`src/design/adcsp_pkg.sv`:
```
// Constants shared by the converter serial control port design
package adcsp_pkg;
   // ***********************************************
   // Timing
   // ***********************************************
   localparam int CLK_PERIOD_NS = 20;
   localparam int CS_SETUP_NS = 33;
   localparam int CS_SETUP_CYC =
      (CS_SETUP_NS + CLK_PERIOD_NS - 1) / CLK_PERIOD_NS;
   localparam int OSC_PERIOD_NS = 200;
   localparam int OSC_START_NS = 25;
   // Conversion takes 13.5 oscillator periods plus the oscillator start
   localparam int CONV_TIME_NS = (27 * OSC_PERIOD_NS) / 2 + OSC_START_NS;
   localparam int CONV_CYC = (CONV_TIME_NS + CLK_PERIOD_NS - 1) / CLK_PERIOD_NS;
   // ***********************************************
   // Widths and counts
   // ***********************************************
   localparam int WORD_W = 16;
   localparam int CODE_W = 12;
   localparam int FIFO_DEPTH = 4;
   localparam logic [4:0] IN_BITS = 5'h08;
   localparam logic [4:0] SAMPLE_EDGE = 5'h04;
   localparam logic [4:0] LEN_8 = 5'h08;
   localparam logic [4:0] LEN_12 = 5'h0c;
   localparam logic [4:0] LEN_16 = 5'h10;
   localparam logic [1:0] LEN_SEL_8 = 2'h1;
   localparam logic [1:0] LEN_SEL_16 = 2'h3;
   // ***********************************************
   // Commands, fields and reset values
   // ***********************************************
   localparam logic [3:0] CMD_LAST_CHAN = 4'ha;
   localparam logic [3:0] CMD_TEST_MID = 4'hb;
   localparam logic [3:0] CMD_TEST_LO = 4'hc;
   localparam logic [3:0] CMD_TEST_HI = 4'hd;
   localparam logic [3:0] CMD_PWRDN = 4'he;
   localparam logic [3:0] CMD_SETUP = 4'hf;
   localparam logic [3:0] CHAN_ZERO = 4'h0;
   localparam logic [3:0] CFG_RESET = 4'h0;
   localparam int FMT_LEN_LO = 2;
   localparam int FMT_LSB_FIRST = 1;
   localparam int FMT_BIPOLAR = 0;
   localparam int SET_REF_LO = 2;
   localparam int SET_INT_MODE = 1;
   localparam int SET_DEFAULT = 0;
   localparam logic [1:0] REF_EXTERNAL = 2'h0;
   localparam logic [11:0] TEST_MID_CODE = 12'h800;
   localparam logic [11:0] TEST_LO_CODE = 12'h000;
   localparam logic [11:0] TEST_HI_CODE = 12'hfff;
   localparam logic [11:0] BIPOLAR_FLIP = 12'h800;
   localparam logic [2:0] PIN_RESET = 3'h1;
endpackage

```
`src/design/adcsp_fifo.sv`:
```
// Result FIFO with valid and ready on both sides
`timescale 1ns/1ns
`default_nettype none
module adcsp_fifo
   import adcsp_pkg::*;
#(
   parameter int WIDTH = WORD_W,
   parameter int DEPTH = FIFO_DEPTH
) (
   // Clock and reset
   input wire logic mclk,
   input wire logic reset_n,
   input wire logic clk_en,
   // Fill side
   input wire logic in_valid,
   output logic in_ready,
   input wire logic [WIDTH-1:0] in_data,
   // Drain side
   output logic out_valid,
   input wire logic out_ready,
   output logic [WIDTH-1:0] out_data
);
   localparam int PW = $clog2(DEPTH);
   logic [WIDTH-1:0] mem_q [DEPTH];
   logic [PW-1:0] wr_q;
   logic [PW-1:0] rd_q;
   logic [PW:0] cnt_q;
   logic push;
   logic pop;

   assign in_ready = (cnt_q != (PW+1)'(DEPTH));
   assign out_valid = (cnt_q != '0);
   assign out_data = mem_q[rd_q];
   assign push = in_valid & in_ready;
   assign pop = out_valid & out_ready;

   always_ff @(posedge mclk) begin
      if (clk_en && push) begin
         mem_q[wr_q] <= in_data;
      end
   end

   always_ff @(posedge mclk) begin
      if (!reset_n) begin
         wr_q <= '0;
         rd_q <= '0;
         cnt_q <= '0;
      end else if (clk_en) begin
         if (push) begin
            wr_q <= wr_q + 1'b1;
         end
         if (pop) begin
            rd_q <= rd_q + 1'b1;
         end
         if (push && !pop) begin
            cnt_q <= cnt_q + 1'b1;
         end else if (pop && !push) begin
            cnt_q <= cnt_q - 1'b1;
         end
      end
   end
endmodule
`default_nettype wire

```
`src/design/adcsp_conv.sv`:
```
// Conversion timer on the internal oscillator, with result formatting
`timescale 1ns/1ns
`default_nettype none
module adcsp_conv
   import adcsp_pkg::*;
(
   // Clock and reset
   input wire logic mclk,
   input wire logic reset_n,
   input wire logic clk_en,
   // Start and held sample
   input wire logic start,
   input wire logic [CODE_W-1:0] code_in,
   input wire logic [4:0] len,
   input wire logic lsb_first,
   input wire logic bipolar,
   output logic busy,
   // Result stream
   output logic out_valid,
   input wire logic out_ready,
   output logic [WORD_W-1:0] out_data
);
   localparam logic [12:0] CONV_LAST = 13'(CONV_CYC - 1);
   logic [12:0] cnt_q;
   logic run_q;
   logic hold_q;
   logic [CODE_W-1:0] code_q;
   logic [4:0] len_q;
   logic lsb_q;
   logic [WORD_W-1:0] word_q;
   logic [CODE_W-1:0] rev;

   assign busy = run_q | hold_q;
   assign out_valid = hold_q;
   assign out_data = word_q;

   // Bit reversal for LSB-first output
   genvar g;
   generate
      for (g = 0; g < CODE_W; g++) begin : g_rev
         assign rev[g] = code_q[CODE_W-1-g];
      end
   endgenerate

   always_ff @(posedge mclk) begin
      if (!reset_n) begin
         run_q <= 1'b0;
         hold_q <= 1'b0;
         cnt_q <= '0;
         code_q <= '0;
         len_q <= LEN_16;
         lsb_q <= 1'b0;
         word_q <= '0;
      end else if (clk_en) begin
         if (start && !busy) begin
            run_q <= 1'b1;
            cnt_q <= CONV_LAST;
            code_q <= bipolar ? (code_in ^ BIPOLAR_FLIP) : code_in;
            len_q <= len;
            lsb_q <= lsb_first;
         end else if (run_q && cnt_q == '0) begin
            // Result held until the FIFO takes it
            run_q <= 1'b0;
            hold_q <= 1'b1;
            if (!lsb_q) begin
               word_q <= {code_q, 4'h0};
            end else if (len_q == LEN_8) begin
               word_q <= {rev[7:0], 8'h00};
            end else begin
               word_q <= {rev, 4'h0};
            end
         end else if (run_q) begin
            cnt_q <= cnt_q - 1'b1;
         end
         if (hold_q && out_ready) begin
            hold_q <= 1'b0;
         end
      end
   end
endmodule
`default_nettype wire

```
`src/design/adcsp_top.sv`:
```
// Serial control and result port of a 12-bit converter
//
// Contract
// Chip select high ignores clock and data input; data output floats.
// Chip select low starts an I/O cycle and drives data output.
// Input word is eight bits: command nibble then configuration nibble.
// Non-setup commands load format: length, bit order, bipolar coding.
// Setup holds reference select, end/done signalling and default mode.
// Setup register loads only with the setup-access command code.
// A cycle lasts 8, 12 or 16 clocks per current length.
// Input bits arrive MSB first, one per rising edge, first eight.
// Input after the eighth clock is ignored in long cycles.
// Previous result shifts out in the same cycle, 8/12/16 bits.
// Sampling starts on fourth falling edge, held at the last one.
// Last falling edge starts conversion; end-of-conversion goes low.
// With chip select held low, first bit follows result latch.
// With chip select toggled, first bit appears at its falling edge.
// Later output bits advance on each falling clock edge.
// Control inputs are ignored for a setup interval after select falls.
// Host programs setup with the access command before valid conversions.
// Full setup programming needs at least eight clocks.
// Cycle after setup loads format; third cycle gives first valid result.
// Clearing the default bit leaves default mode from the next cycle.
// Default mode: 16 clocks, MSB first, external reference, EOC, input 0.
// Reset clears both configuration registers, status output high.
// Done signal falls at latch, rises at select fall or clock rise.
// Codes pick channels 0-10, three tests, power-down, setup access.
// Data input held high for a cycle sets default mode.
// Conversion runs on its own timer; result latched when complete.
`timescale 1ns/1ns
`default_nettype none
module adcsp_top
   import adcsp_pkg::*;
(
   // Clock, reset and enable
   input wire logic mclk,
   input wire logic reset_n,
   input wire logic clk_en,
   // Serial pins
   input wire logic cs_n_pin,
   input wire logic io_clk_pin,
   input wire logic data_in_pin,
   output logic data_out,
   output logic data_out_oe,
   output logic eoc_int,
   // Analog front end
   input wire logic [CODE_W-1:0] sample_code,
   output logic [3:0] analog_channel,
   output logic [1:0] ref_select,
   output logic sampling,
   output logic power_down
);
   typedef enum logic [1:0] {
      ST_IDLE,
      ST_GUARD,
      ST_XFER,
      ST_WAIT
   } adcsp_state_t;

   // ***********************************************
   // Pin synchronisers
   // ***********************************************
   // Bit order {data_in, io_clk, cs_n}; stage 1 feeds only stage 2
   logic [2:0] pin_s1_q;
   logic [2:0] pin_s2_q;
   logic [2:0] pin_s3_q;

   always_ff @(posedge mclk) begin
      if (!reset_n) begin
         pin_s1_q <= PIN_RESET;
         pin_s2_q <= PIN_RESET;
         pin_s3_q <= PIN_RESET;
      end else if (clk_en) begin
         pin_s1_q <= {data_in_pin, io_clk_pin, cs_n_pin};
         pin_s2_q <= pin_s1_q;
         pin_s3_q <= pin_s2_q;
      end
   end

   logic cs_low;
   logic cs_fall;
   logic cs_rise;
   logic sclk_rise;
   logic sclk_fall;
   logic din;

   assign cs_low = ~pin_s2_q[0];
   assign cs_fall = pin_s3_q[0] & ~pin_s2_q[0];
   assign cs_rise = ~pin_s3_q[0] & pin_s2_q[0];
   assign sclk_rise = ~pin_s3_q[1] & pin_s2_q[1];
   assign sclk_fall = pin_s3_q[1] & ~pin_s2_q[1];
   assign din = pin_s2_q[2];

   // ***********************************************
   // Registers and derived modes
   // ***********************************************
   adcsp_state_t state_q;
   logic [3:0] fmt_q;
   logic [3:0] setup_q;
   logic [3:0] cmd_q;
   logic [6:0] in_sh_q;
   logic [4:0] rise_q;
   logic [4:0] fall_q;
   logic [4:0] len_q;
   logic [3:0] guard_q;
   logic [WORD_W-1:0] result_q;
   logic [WORD_W-1:0] out_sh_q;
   logic conv_start_q;

   logic dflt;
   logic int_mode;
   logic [4:0] len_now;
   logic lsb_now;
   logic [3:0] chan_now;
   logic [CODE_W-1:0] code_src;

   // Default mode overrides the programmed fields except bipolar coding
   assign dflt = setup_q[SET_DEFAULT];
   assign int_mode = ~dflt & setup_q[SET_INT_MODE];
   assign lsb_now = ~dflt & fmt_q[FMT_LSB_FIRST];
   assign chan_now = dflt ? CHAN_ZERO : cmd_q;

   always_comb begin
      if (dflt) begin
         len_now = LEN_16;
      end else if (fmt_q[3:FMT_LEN_LO] == LEN_SEL_8) begin
         len_now = LEN_8;
      end else if (fmt_q[3:FMT_LEN_LO] == LEN_SEL_16) begin
         len_now = LEN_16;
      end else begin
         len_now = LEN_12;
      end
   end

   // Test voltages replace the analog sample
   always_comb begin
      if (chan_now == CMD_TEST_MID) begin
         code_src = TEST_MID_CODE;
      end else if (chan_now == CMD_TEST_LO) begin
         code_src = TEST_LO_CODE;
      end else if (chan_now == CMD_TEST_HI) begin
         code_src = TEST_HI_CODE;
      end else begin
         code_src = sample_code;
      end
   end

   // ***********************************************
   // Conversion and result path
   // ***********************************************
   logic conv_busy;
   logic conv_valid;
   logic conv_ready;
   logic [WORD_W-1:0] conv_word;
   logic fifo_valid;
   logic fifo_ready;
   logic [WORD_W-1:0] fifo_word;
   logic latch;
   logic new_cycle;

   adcsp_conv u_conv (
      .mclk(mclk),
      .reset_n(reset_n),
      .clk_en(clk_en),
      .start(conv_start_q),
      .code_in(code_src),
      .len(len_now),
      .lsb_first(lsb_now),
      .bipolar(fmt_q[FMT_BIPOLAR]),
      .busy(conv_busy),
      .out_valid(conv_valid),
      .out_ready(conv_ready),
      .out_data(conv_word)
   );

   adcsp_fifo #(
      .WIDTH(WORD_W),
      .DEPTH(FIFO_DEPTH)
   ) u_fifo (
      .mclk(mclk),
      .reset_n(reset_n),
      .clk_en(clk_en),
      .in_valid(conv_valid),
      .in_ready(conv_ready),
      .in_data(conv_word),
      .out_valid(fifo_valid),
      .out_ready(fifo_ready),
      .out_data(fifo_word)
   );

   // The output register never changes under a running transfer
   assign fifo_ready = (state_q == ST_WAIT) ||
                       (state_q == ST_IDLE && !cs_fall);
   assign latch = fifo_valid & fifo_ready;
   // Held select: next cycle opens as the result is latched
   assign new_cycle = (state_q == ST_WAIT) && cs_low && latch;

   always_ff @(posedge mclk) begin
      if (!reset_n) begin
         result_q <= '0;
      end else if (clk_en && latch) begin
         result_q <= fifo_word;
      end
   end

   // ***********************************************
   // Cycle sequencer
   // ***********************************************
   always_ff @(posedge mclk) begin
      if (!reset_n) begin
         state_q <= ST_IDLE;
      end else if (clk_en) begin
         case (state_q)
            ST_IDLE: begin
               if (cs_fall) begin
                  state_q <= ST_GUARD;
               end
            end
            ST_GUARD: begin
               if (!cs_low) begin
                  state_q <= ST_IDLE;
               end else if (guard_q == 4'h0) begin
                  state_q <= ST_XFER;
               end
            end
            ST_XFER: begin
               if (!cs_low) begin
                  state_q <= ST_IDLE;
               end else if (sclk_fall && fall_q + 5'h01 == len_q) begin
                  state_q <= ST_WAIT;
               end
            end
            ST_WAIT: begin
               if (!cs_low) begin
                  state_q <= ST_IDLE;
               end else if (new_cycle) begin
                  state_q <= ST_XFER;
               end
            end
            default: begin
               state_q <= ST_IDLE;
            end
         endcase
      end
   end

   // Setup guard after select falls; clocks meanwhile are dropped
   always_ff @(posedge mclk) begin
      if (!reset_n) begin
         guard_q <= '0;
      end else if (clk_en) begin
         if (state_q == ST_IDLE) begin
            guard_q <= 4'(CS_SETUP_CYC - 1);
         end else if (state_q == ST_GUARD && guard_q != 4'h0) begin
            guard_q <= guard_q - 4'h1;
         end
      end
   end

   // ***********************************************
   // Input shift and command decode
   // ***********************************************
   always_ff @(posedge mclk) begin
      if (!reset_n) begin
         rise_q <= '0;
         in_sh_q <= '0;
         cmd_q <= CHAN_ZERO;
         fmt_q <= CFG_RESET;
         setup_q <= CFG_RESET;
      end else if (clk_en) begin
         if (state_q != ST_XFER) begin
            rise_q <= '0;
         end else if (sclk_rise && rise_q < IN_BITS) begin
            // Only the first eight rising edges sample data
            rise_q <= rise_q + 5'h01;
            in_sh_q <= {in_sh_q[5:0], din};
            if (rise_q == IN_BITS - 5'h01) begin
               // Upper nibble is command, lower is configuration
               if (in_sh_q[6:3] == CMD_SETUP) begin
                  setup_q <= {in_sh_q[2:0], din};
               end else begin
                  fmt_q <= {in_sh_q[2:0], din};
                  cmd_q <= in_sh_q[6:3];
               end
            end
         end
      end
   end

   // ***********************************************
   // Falling-edge count, sampling and conversion start
   // ***********************************************
   always_ff @(posedge mclk) begin
      if (!reset_n) begin
         fall_q <= '0;
         len_q <= LEN_16;
         sampling <= 1'b0;
         conv_start_q <= 1'b0;
         power_down <= 1'b0;
      end else if (clk_en) begin
         conv_start_q <= 1'b0;
         if (state_q == ST_IDLE || state_q == ST_WAIT) begin
            fall_q <= '0;
            // Length is fixed for the whole cycle at its start
            len_q <= len_now;
         end else if (state_q == ST_XFER && sclk_fall) begin
            fall_q <= fall_q + 5'h01;
            if (fall_q + 5'h01 == SAMPLE_EDGE) begin
               sampling <= (in_sh_q[3:0] != CMD_PWRDN) || dflt;
            end
            if (fall_q + 5'h01 == len_q) begin
               sampling <= 1'b0;
               power_down <= (cmd_q == CMD_PWRDN) && !dflt;
               conv_start_q <= (cmd_q != CMD_PWRDN) || dflt;
            end
         end
      end
   end

   // ***********************************************
   // Status output: end of conversion or done
   // ***********************************************
   always_ff @(posedge mclk) begin
      if (!reset_n) begin
         eoc_int <= 1'b1;
      end else if (clk_en) begin
         if (int_mode) begin
            if (latch) begin
               eoc_int <= 1'b0;
            end else if (cs_fall ||
                         (state_q == ST_XFER && sclk_rise)) begin
               eoc_int <= 1'b1;
            end
         end else if (latch) begin
            eoc_int <= 1'b1;
         end else if (conv_start_q) begin
            eoc_int <= 1'b0;
         end else if (!conv_busy && !fifo_valid) begin
            eoc_int <= 1'b1;
         end
      end
   end

   // ***********************************************
   // Data output shifter
   // ***********************************************
   always_ff @(posedge mclk) begin
      if (!reset_n) begin
         out_sh_q <= '0;
         data_out <= 1'b0;
         data_out_oe <= 1'b0;
      end else if (clk_en) begin
         if (!cs_low) begin
            data_out_oe <= 1'b0;
         end else if (state_q == ST_IDLE && cs_fall) begin
            // Previous result goes out from select fall
            data_out_oe <= 1'b1;
            out_sh_q <= result_q;
            data_out <= result_q[WORD_W-1];
         end else if (new_cycle) begin
            out_sh_q <= fifo_word;
            data_out <= fifo_word[WORD_W-1];
         end else if (state_q == ST_XFER && sclk_fall) begin
            out_sh_q <= {out_sh_q[WORD_W-2:0], 1'b0};
            data_out <= out_sh_q[WORD_W-2];
         end
      end
   end

   // ***********************************************
   // Analog controls
   // ***********************************************
   always_ff @(posedge mclk) begin
      if (!reset_n) begin
         analog_channel <= CHAN_ZERO;
         ref_select <= REF_EXTERNAL;
      end else if (clk_en) begin
         // Setup write with default clear takes effect next cycle
         analog_channel <= chan_now;
         ref_select <= dflt ? REF_EXTERNAL : setup_q[3:SET_REF_LO];
      end
   end
endmodule
`default_nettype wire

```
`config.mk`:
```
export PLATFORM = sky130hd
export DESIGN_NAME = adcsp_top
export DESIGN_NICKNAME = d
export VERILOG_FILES = /design/src/design/adcsp_pkg.sv /design/src/design/adcsp_fifo.sv /design/src/design/adcsp_conv.sv /design/src/design/adcsp_top.sv
export SDC_FILE = /design/constraint.sdc
export NUM_CORES = 1
export LEC_CHECK = 0
export ABC_AREA = 1
export BUFFER_PORTS_ARGS = -buffer_cell sky130_fd_sc_hd__clkbuf_2
export CAP_MARGIN = 20
export CORE_MARGIN = 2
export CORE_UTILIZATION = 60
export CTS_CLUSTER_DIAMETER = 100
export DETAILED_ROUTE_END_ITERATION = 16
export PLACE_DENSITY = 0.78
export SLEW_MARGIN = 20
export SYNTH_ARGS = -nofsm -noshare
export SYNTH_HDL_FRONTEND = slang
export SYNTH_SLANG_ARGS = --single-unit
```
`constraint.sdc`:
```
create_clock -name mclk -period 2.2 [get_ports mclk]
set_input_delay 0.22 -clock mclk [delete_from_list [all_inputs] [get_ports mclk]]
set_output_delay 0.22 -clock mclk [all_outputs]
set_load 0.005 [all_outputs]
```
==> impl_metrics.prom <==
# TYPE chip_impl_metric gauge
chip_impl_info{name="outcome",value="complete, no violations"} 1
chip_impl_metric{name="design.die.area",unit="µm²"} 14350
chip_impl_metric{name="postCtsSetupBuffers",unit=""} 0
chip_impl_metric{name="hold_viol_final",unit=""} 0
chip_impl_metric{name="fmax",unit="MHz"} 485.2
chip_impl_metric{name="die_ht",unit="µm"} 119.8
chip_impl_metric{name="routed-via-count",unit=""} 6647
chip_impl_metric{name="effective_utilization_at_floorplan",unit=""} 0.6100
chip_impl_info{name="yosysTopAreaCell",value="sky130_fd_sc_hd__dfxtp_1"} 1
chip_impl_metric{name="ant_nets",unit=""} 0
chip_impl_metric{name="critical_path_arrival",unit="ns"} 2.42
chip_impl_metric{name="crit_required",unit="ns"} 2.56
chip_impl_metric{name="final_net_count",unit=""} 1082
chip_impl_metric{name="synth.net_count",unit=""} 1050
chip_impl_metric{name="floorplan.core_area",unit="µm²"} 13190
chip_impl_info{name="mostFrequentLayoutCells",value="sky130_fd_sc_hd__nand2_1, sky130_fd_sc_hd__inv_1, sky130_fd_sc_hd__dfxtp_1"} 1
chip_impl_metric{name="setup_viol",unit=""} 0
chip_impl_info{name="setup.worst_path.start_class",value="flop"} 1
chip_impl_metric{name="clockBufferDepth",unit=""} 2
chip_impl_metric{name="synth_seq_cells",unit=""} 181
chip_impl_metric{name="grt.overflow.total",unit=""} 0
chip_impl_metric{name="fillCellCount",unit=""} 1084
chip_impl_metric{name="cts.sinks",unit=""} 181
chip_impl_metric{name="antenna_cells_inserted",unit=""} 0
chip_impl_metric{name="clock_insertion_delay_worst_skew",unit="ns"} 0.43
chip_impl_metric{name="multiInputGateArea",unit="µm²"} 3244
chip_impl_metric{name="cap_violations",unit=""} 0
chip_impl_info{name="tritoncts",value="done"} 1
chip_impl_metric{name="final_layout_size_suffix_gt1_frac",unit=""} 0.1047
chip_impl_metric{name="clock_skew_after_layout",unit="ns"} 0.004948
chip_impl_metric{name="setup_total_negative_slack",unit="ns"} 0
chip_impl_metric{name="peakVddDrop",unit="mV"} 0.4744
chip_impl_info{name="leading_cell_type_in_the_layout_fill_and_taps_excluded",value="sky130_fd_sc_hd__nand2_1"} 1
chip_impl_metric{name="synth_area",unit="µm²"} 8046
chip_impl_metric{name="cts_htree_levels",unit=""} 4
chip_impl_metric{name="max-slew-margin-rel",unit=""} 0.5990
chip_impl_metric{name="seqCellArea",unit="µm²"} 4106
chip_impl_metric{name="powerDensity",unit="nW/µm²"} 779.7
chip_impl_metric{name="worst_hold_slack",unit="ns"} 0.02203
chip_impl_metric{name="clkTransAtPathRegs",unit="ns"} 0.06
chip_impl_info{name="yosys-top-cells-area",value="sky130_fd_sc_hd__dfxtp_1, sky130_fd_sc_hd__edfxtp_1, sky130_fd_sc_hd__nand2_1"} 1
chip_impl_metric{name="grt_max_degree",unit=""} 50
chip_impl_metric{name="routed_wirelength",unit="mm"} 16.69
chip_impl_metric{name="wire_per_inst",unit="µm"} 13.50
chip_impl_metric{name="preCtsSetupSlack",unit="ns"} 0.04337
chip_impl_metric{name="syn_warnings",unit=""} 0
chip_impl_metric{name="setup_slack",unit="ns"} 0.1391
chip_impl_info{name="setup.worst_path.class",value="reg -> reg"} 1
chip_impl_metric{name="post-route-min-period",unit="ns"} 2.061
chip_impl_metric{name="cts-buffers-inserted",unit=""} 17
chip_impl_metric{name="remaining_drc_errors",unit=""} 0
chip_impl_metric{name="ff2ff_setup_slack",unit="ns"} 0.14
chip_impl_metric{name="dp.final_hpwl",unit="mm"} 11.19
chip_impl_metric{name="cp_max_fo",unit=""} 4
chip_impl_metric{name="port_buffers",unit=""} 28
chip_impl_metric{name="synthDominantCellAreaShare",unit=""} 0.3309
chip_impl_metric{name="leakage",unit="nW"} 3.566
chip_impl_metric{name="floorplan_die_width",unit="µm"} 119.8
chip_impl_metric{name="track_usage",unit=""} 0.2444
chip_impl_metric{name="netlist-cell-type-count",unit=""} 42
chip_impl_metric{name="grt_first_pass_wirelength",unit="mm"} 28.00
chip_impl_metric{name="replace_congestion",unit=""} 0.8293
chip_impl_metric{name="drt-pass1-iter-count",unit=""} 5
chip_impl_metric{name="avgSynthCellArea",unit="µm²"} 7.920
chip_impl_metric{name="vias_in_the_first_global_route",unit=""} 6145
chip_impl_metric{name="synthCells",unit=""} 1016
chip_impl_metric{name="grt_antenna_before_repair",unit=""} 0
chip_impl_metric{name="finalMaxSlewViolations",unit=""} 0
chip_impl_metric{name="top_level_ports",unit=""} 29
chip_impl_metric{name="yosysSeqAreaShare",unit=""} 0.5100
chip_impl_metric{name="final_core_util",unit=""} 0.6821
chip_impl_info{name="crit_path_end_kind",value="flop"} 1
chip_impl_metric{name="detail_route.iter0.violations",unit=""} 355
chip_impl_metric{name="finalCritPeriodShare",unit=""} 0.9368
chip_impl_info{name="cts-root-buf",value="sky130_fd_sc_hd__clkbuf_16"} 1
chip_impl_metric{name="slew_worst_pin",unit="ns"} 0.5983
chip_impl_metric{name="fp-row-count",unit=""} 42
chip_impl_metric{name="drt-vias-per-instance",unit=""} 5.378
chip_impl_metric{name="area_delta_synth_final",unit="%"} 11.82
chip_impl_info{name="timing.hold.worst.class",value="in -> reg"} 1
==> Yosys cell counts, drive strengths merged <==
master / count
a211oi: 1
a21oi: 114
a31oi: 3
a32oi: 1
and3: 1
buf: 17
clkbuf: 27
clkinv: 1
dfxtp: 133
edfxtp: 48
fa: 1
ha: 15
inv: 137
nand2: 178
nand3: 59
nand3b: 1
nand4: 10
nor2: 117
nor3: 14
nor3b: 2
o211ai: 12
o21a: 1
o21ai: 90
o21bai: 2
o22ai: 23
o31ai: 1
or2: 1
xnor2: 1
xor2: 5
==> state kept, by name, summed over array words and instances, names as in the netlist, 2 cells and up, named ones only <==
signal / count
u_fifo.cnt_q: 3
setup_q: 4
pin_s1_q: 3
u_fifo.wr_q: 2
u_conv.cnt_q: 13
rise_q: 5
u_fifo.mem_q: 48
len_q: 3
u_conv.out_data: 12
fmt_q: 4
pin_s2_q: 3
u_conv.code_q: 12
cmd_q: 4
u_fifo.rd_q: 2
in_sh_q: 7
guard_q: 4
pin_s3_q: 2
out_sh_q: 11
analog_channel: 4
result_q: 12
state_q: 2
fall_q: 5
ref_select: 2
u_conv.len_q: 3
==> area by class of cell <==
type                    count  area share
flip-flops and latches    181      0.4564
multi-input cells         653      0.3606
inverters                 138     0.05757
clock buffers              20     0.04853
repair buffers             57     0.04005
well taps                 176     0.02448
clock inverters            11     0.01238
==> critical path, stage by stage (launching register included) <==
cell and delay, ns:
sky130_fd_sc_hd__dfxtp_2 0.36, sky130_fd_sc_hd__inv_1 0.08, sky130_fd_sc_hd__ha_2 0.21, sky130_fd_sc_hd__nand2_1 0.11, sky130_fd_sc_hd__a21oi_2 0.06, sky130_fd_sc_hd__inv_1 0.08
sky130_fd_sc_hd__ha_2 0.19, sky130_fd_sc_hd__inv_1 0.06, sky130_fd_sc_hd__fa_1 0.41, sky130_fd_sc_hd__inv_1 0.07, sky130_fd_sc_hd__a21oi_1 0.05, sky130_fd_sc_hd__o21ai_0 0.11
sky130_fd_sc_hd__o21ai_1 0.09, sky130_fd_sc_hd__a21oi_1 0.12
==> worst paths after layout <==
check | from | end | depth (start not counted)
setup / recovery | state_q[1] | u_fifo.cnt_q[2] | 13
hold / removal | io_clk_pin | pin_s1_q[1] | 3
setup reg to reg | state_q[1] | u_fifo.cnt_q[2] | 13
hold reg to reg | setup_q[2] | setup_q[2] | 2
==> metrics by stage <==
| stage | std cells | power (W) | instance area, µm² |
|---|---|---|---|
| 2_1_floorplan | 1016 | 0.004053 | 8046 |
| 5_1_grt | 1236 | 0.007285 | 8997 |
| 6_report | 1236 | 0.007015 | 8997 |
| 3_5_place_dp | 1204 | 0.004233 | 8422 |
| 4_1_cts | 1236 | 0.007047 | 8980 |
| 3_3_place_gp | 1204 | 0.004214 | 8422 |
==> cell families after synthesis <==
group | share of synthesized area
adders and majority gates | 0.02581
AOI/OAI and AO/OA | 0.1670
DFF | 0.5100
xor gates and xnor gates | 0.006531
buffers and inverters | 0.08863
and+or+nand+nor | 0.2020
==> what timing repair did <==
action | CTS | global route
hold buffers | 1 | 0
hold endpoints to repair | 1 | 0
resized for setup | 0 | 7
setup endpoints to repair | 0 | 6
==> power breakdown <==
part | total [W] | internal, W | switching [W]
registers | 0.00354 | 0.00348 | 0.0000593
clock network | 0.00284 | 0.00164 | 0.00119
logic | 0.000633 | 0.000215 | 0.000419
total | 0.00701 | 0.00534 | 0.00167
==> layer usage <==
metal	share of wire	up-vias	wire, µm	GRT usage
met4	0.021	0	345	0.09191
li1	-	3408	-	-
met5	0	-	0	0
met2	0.50	137	8312	0.4214
met1	0.44	3071	7427	0.2997
met3	0.036	31	606	0.05466
No activity file was read; power rests on OpenSTA's default activity.
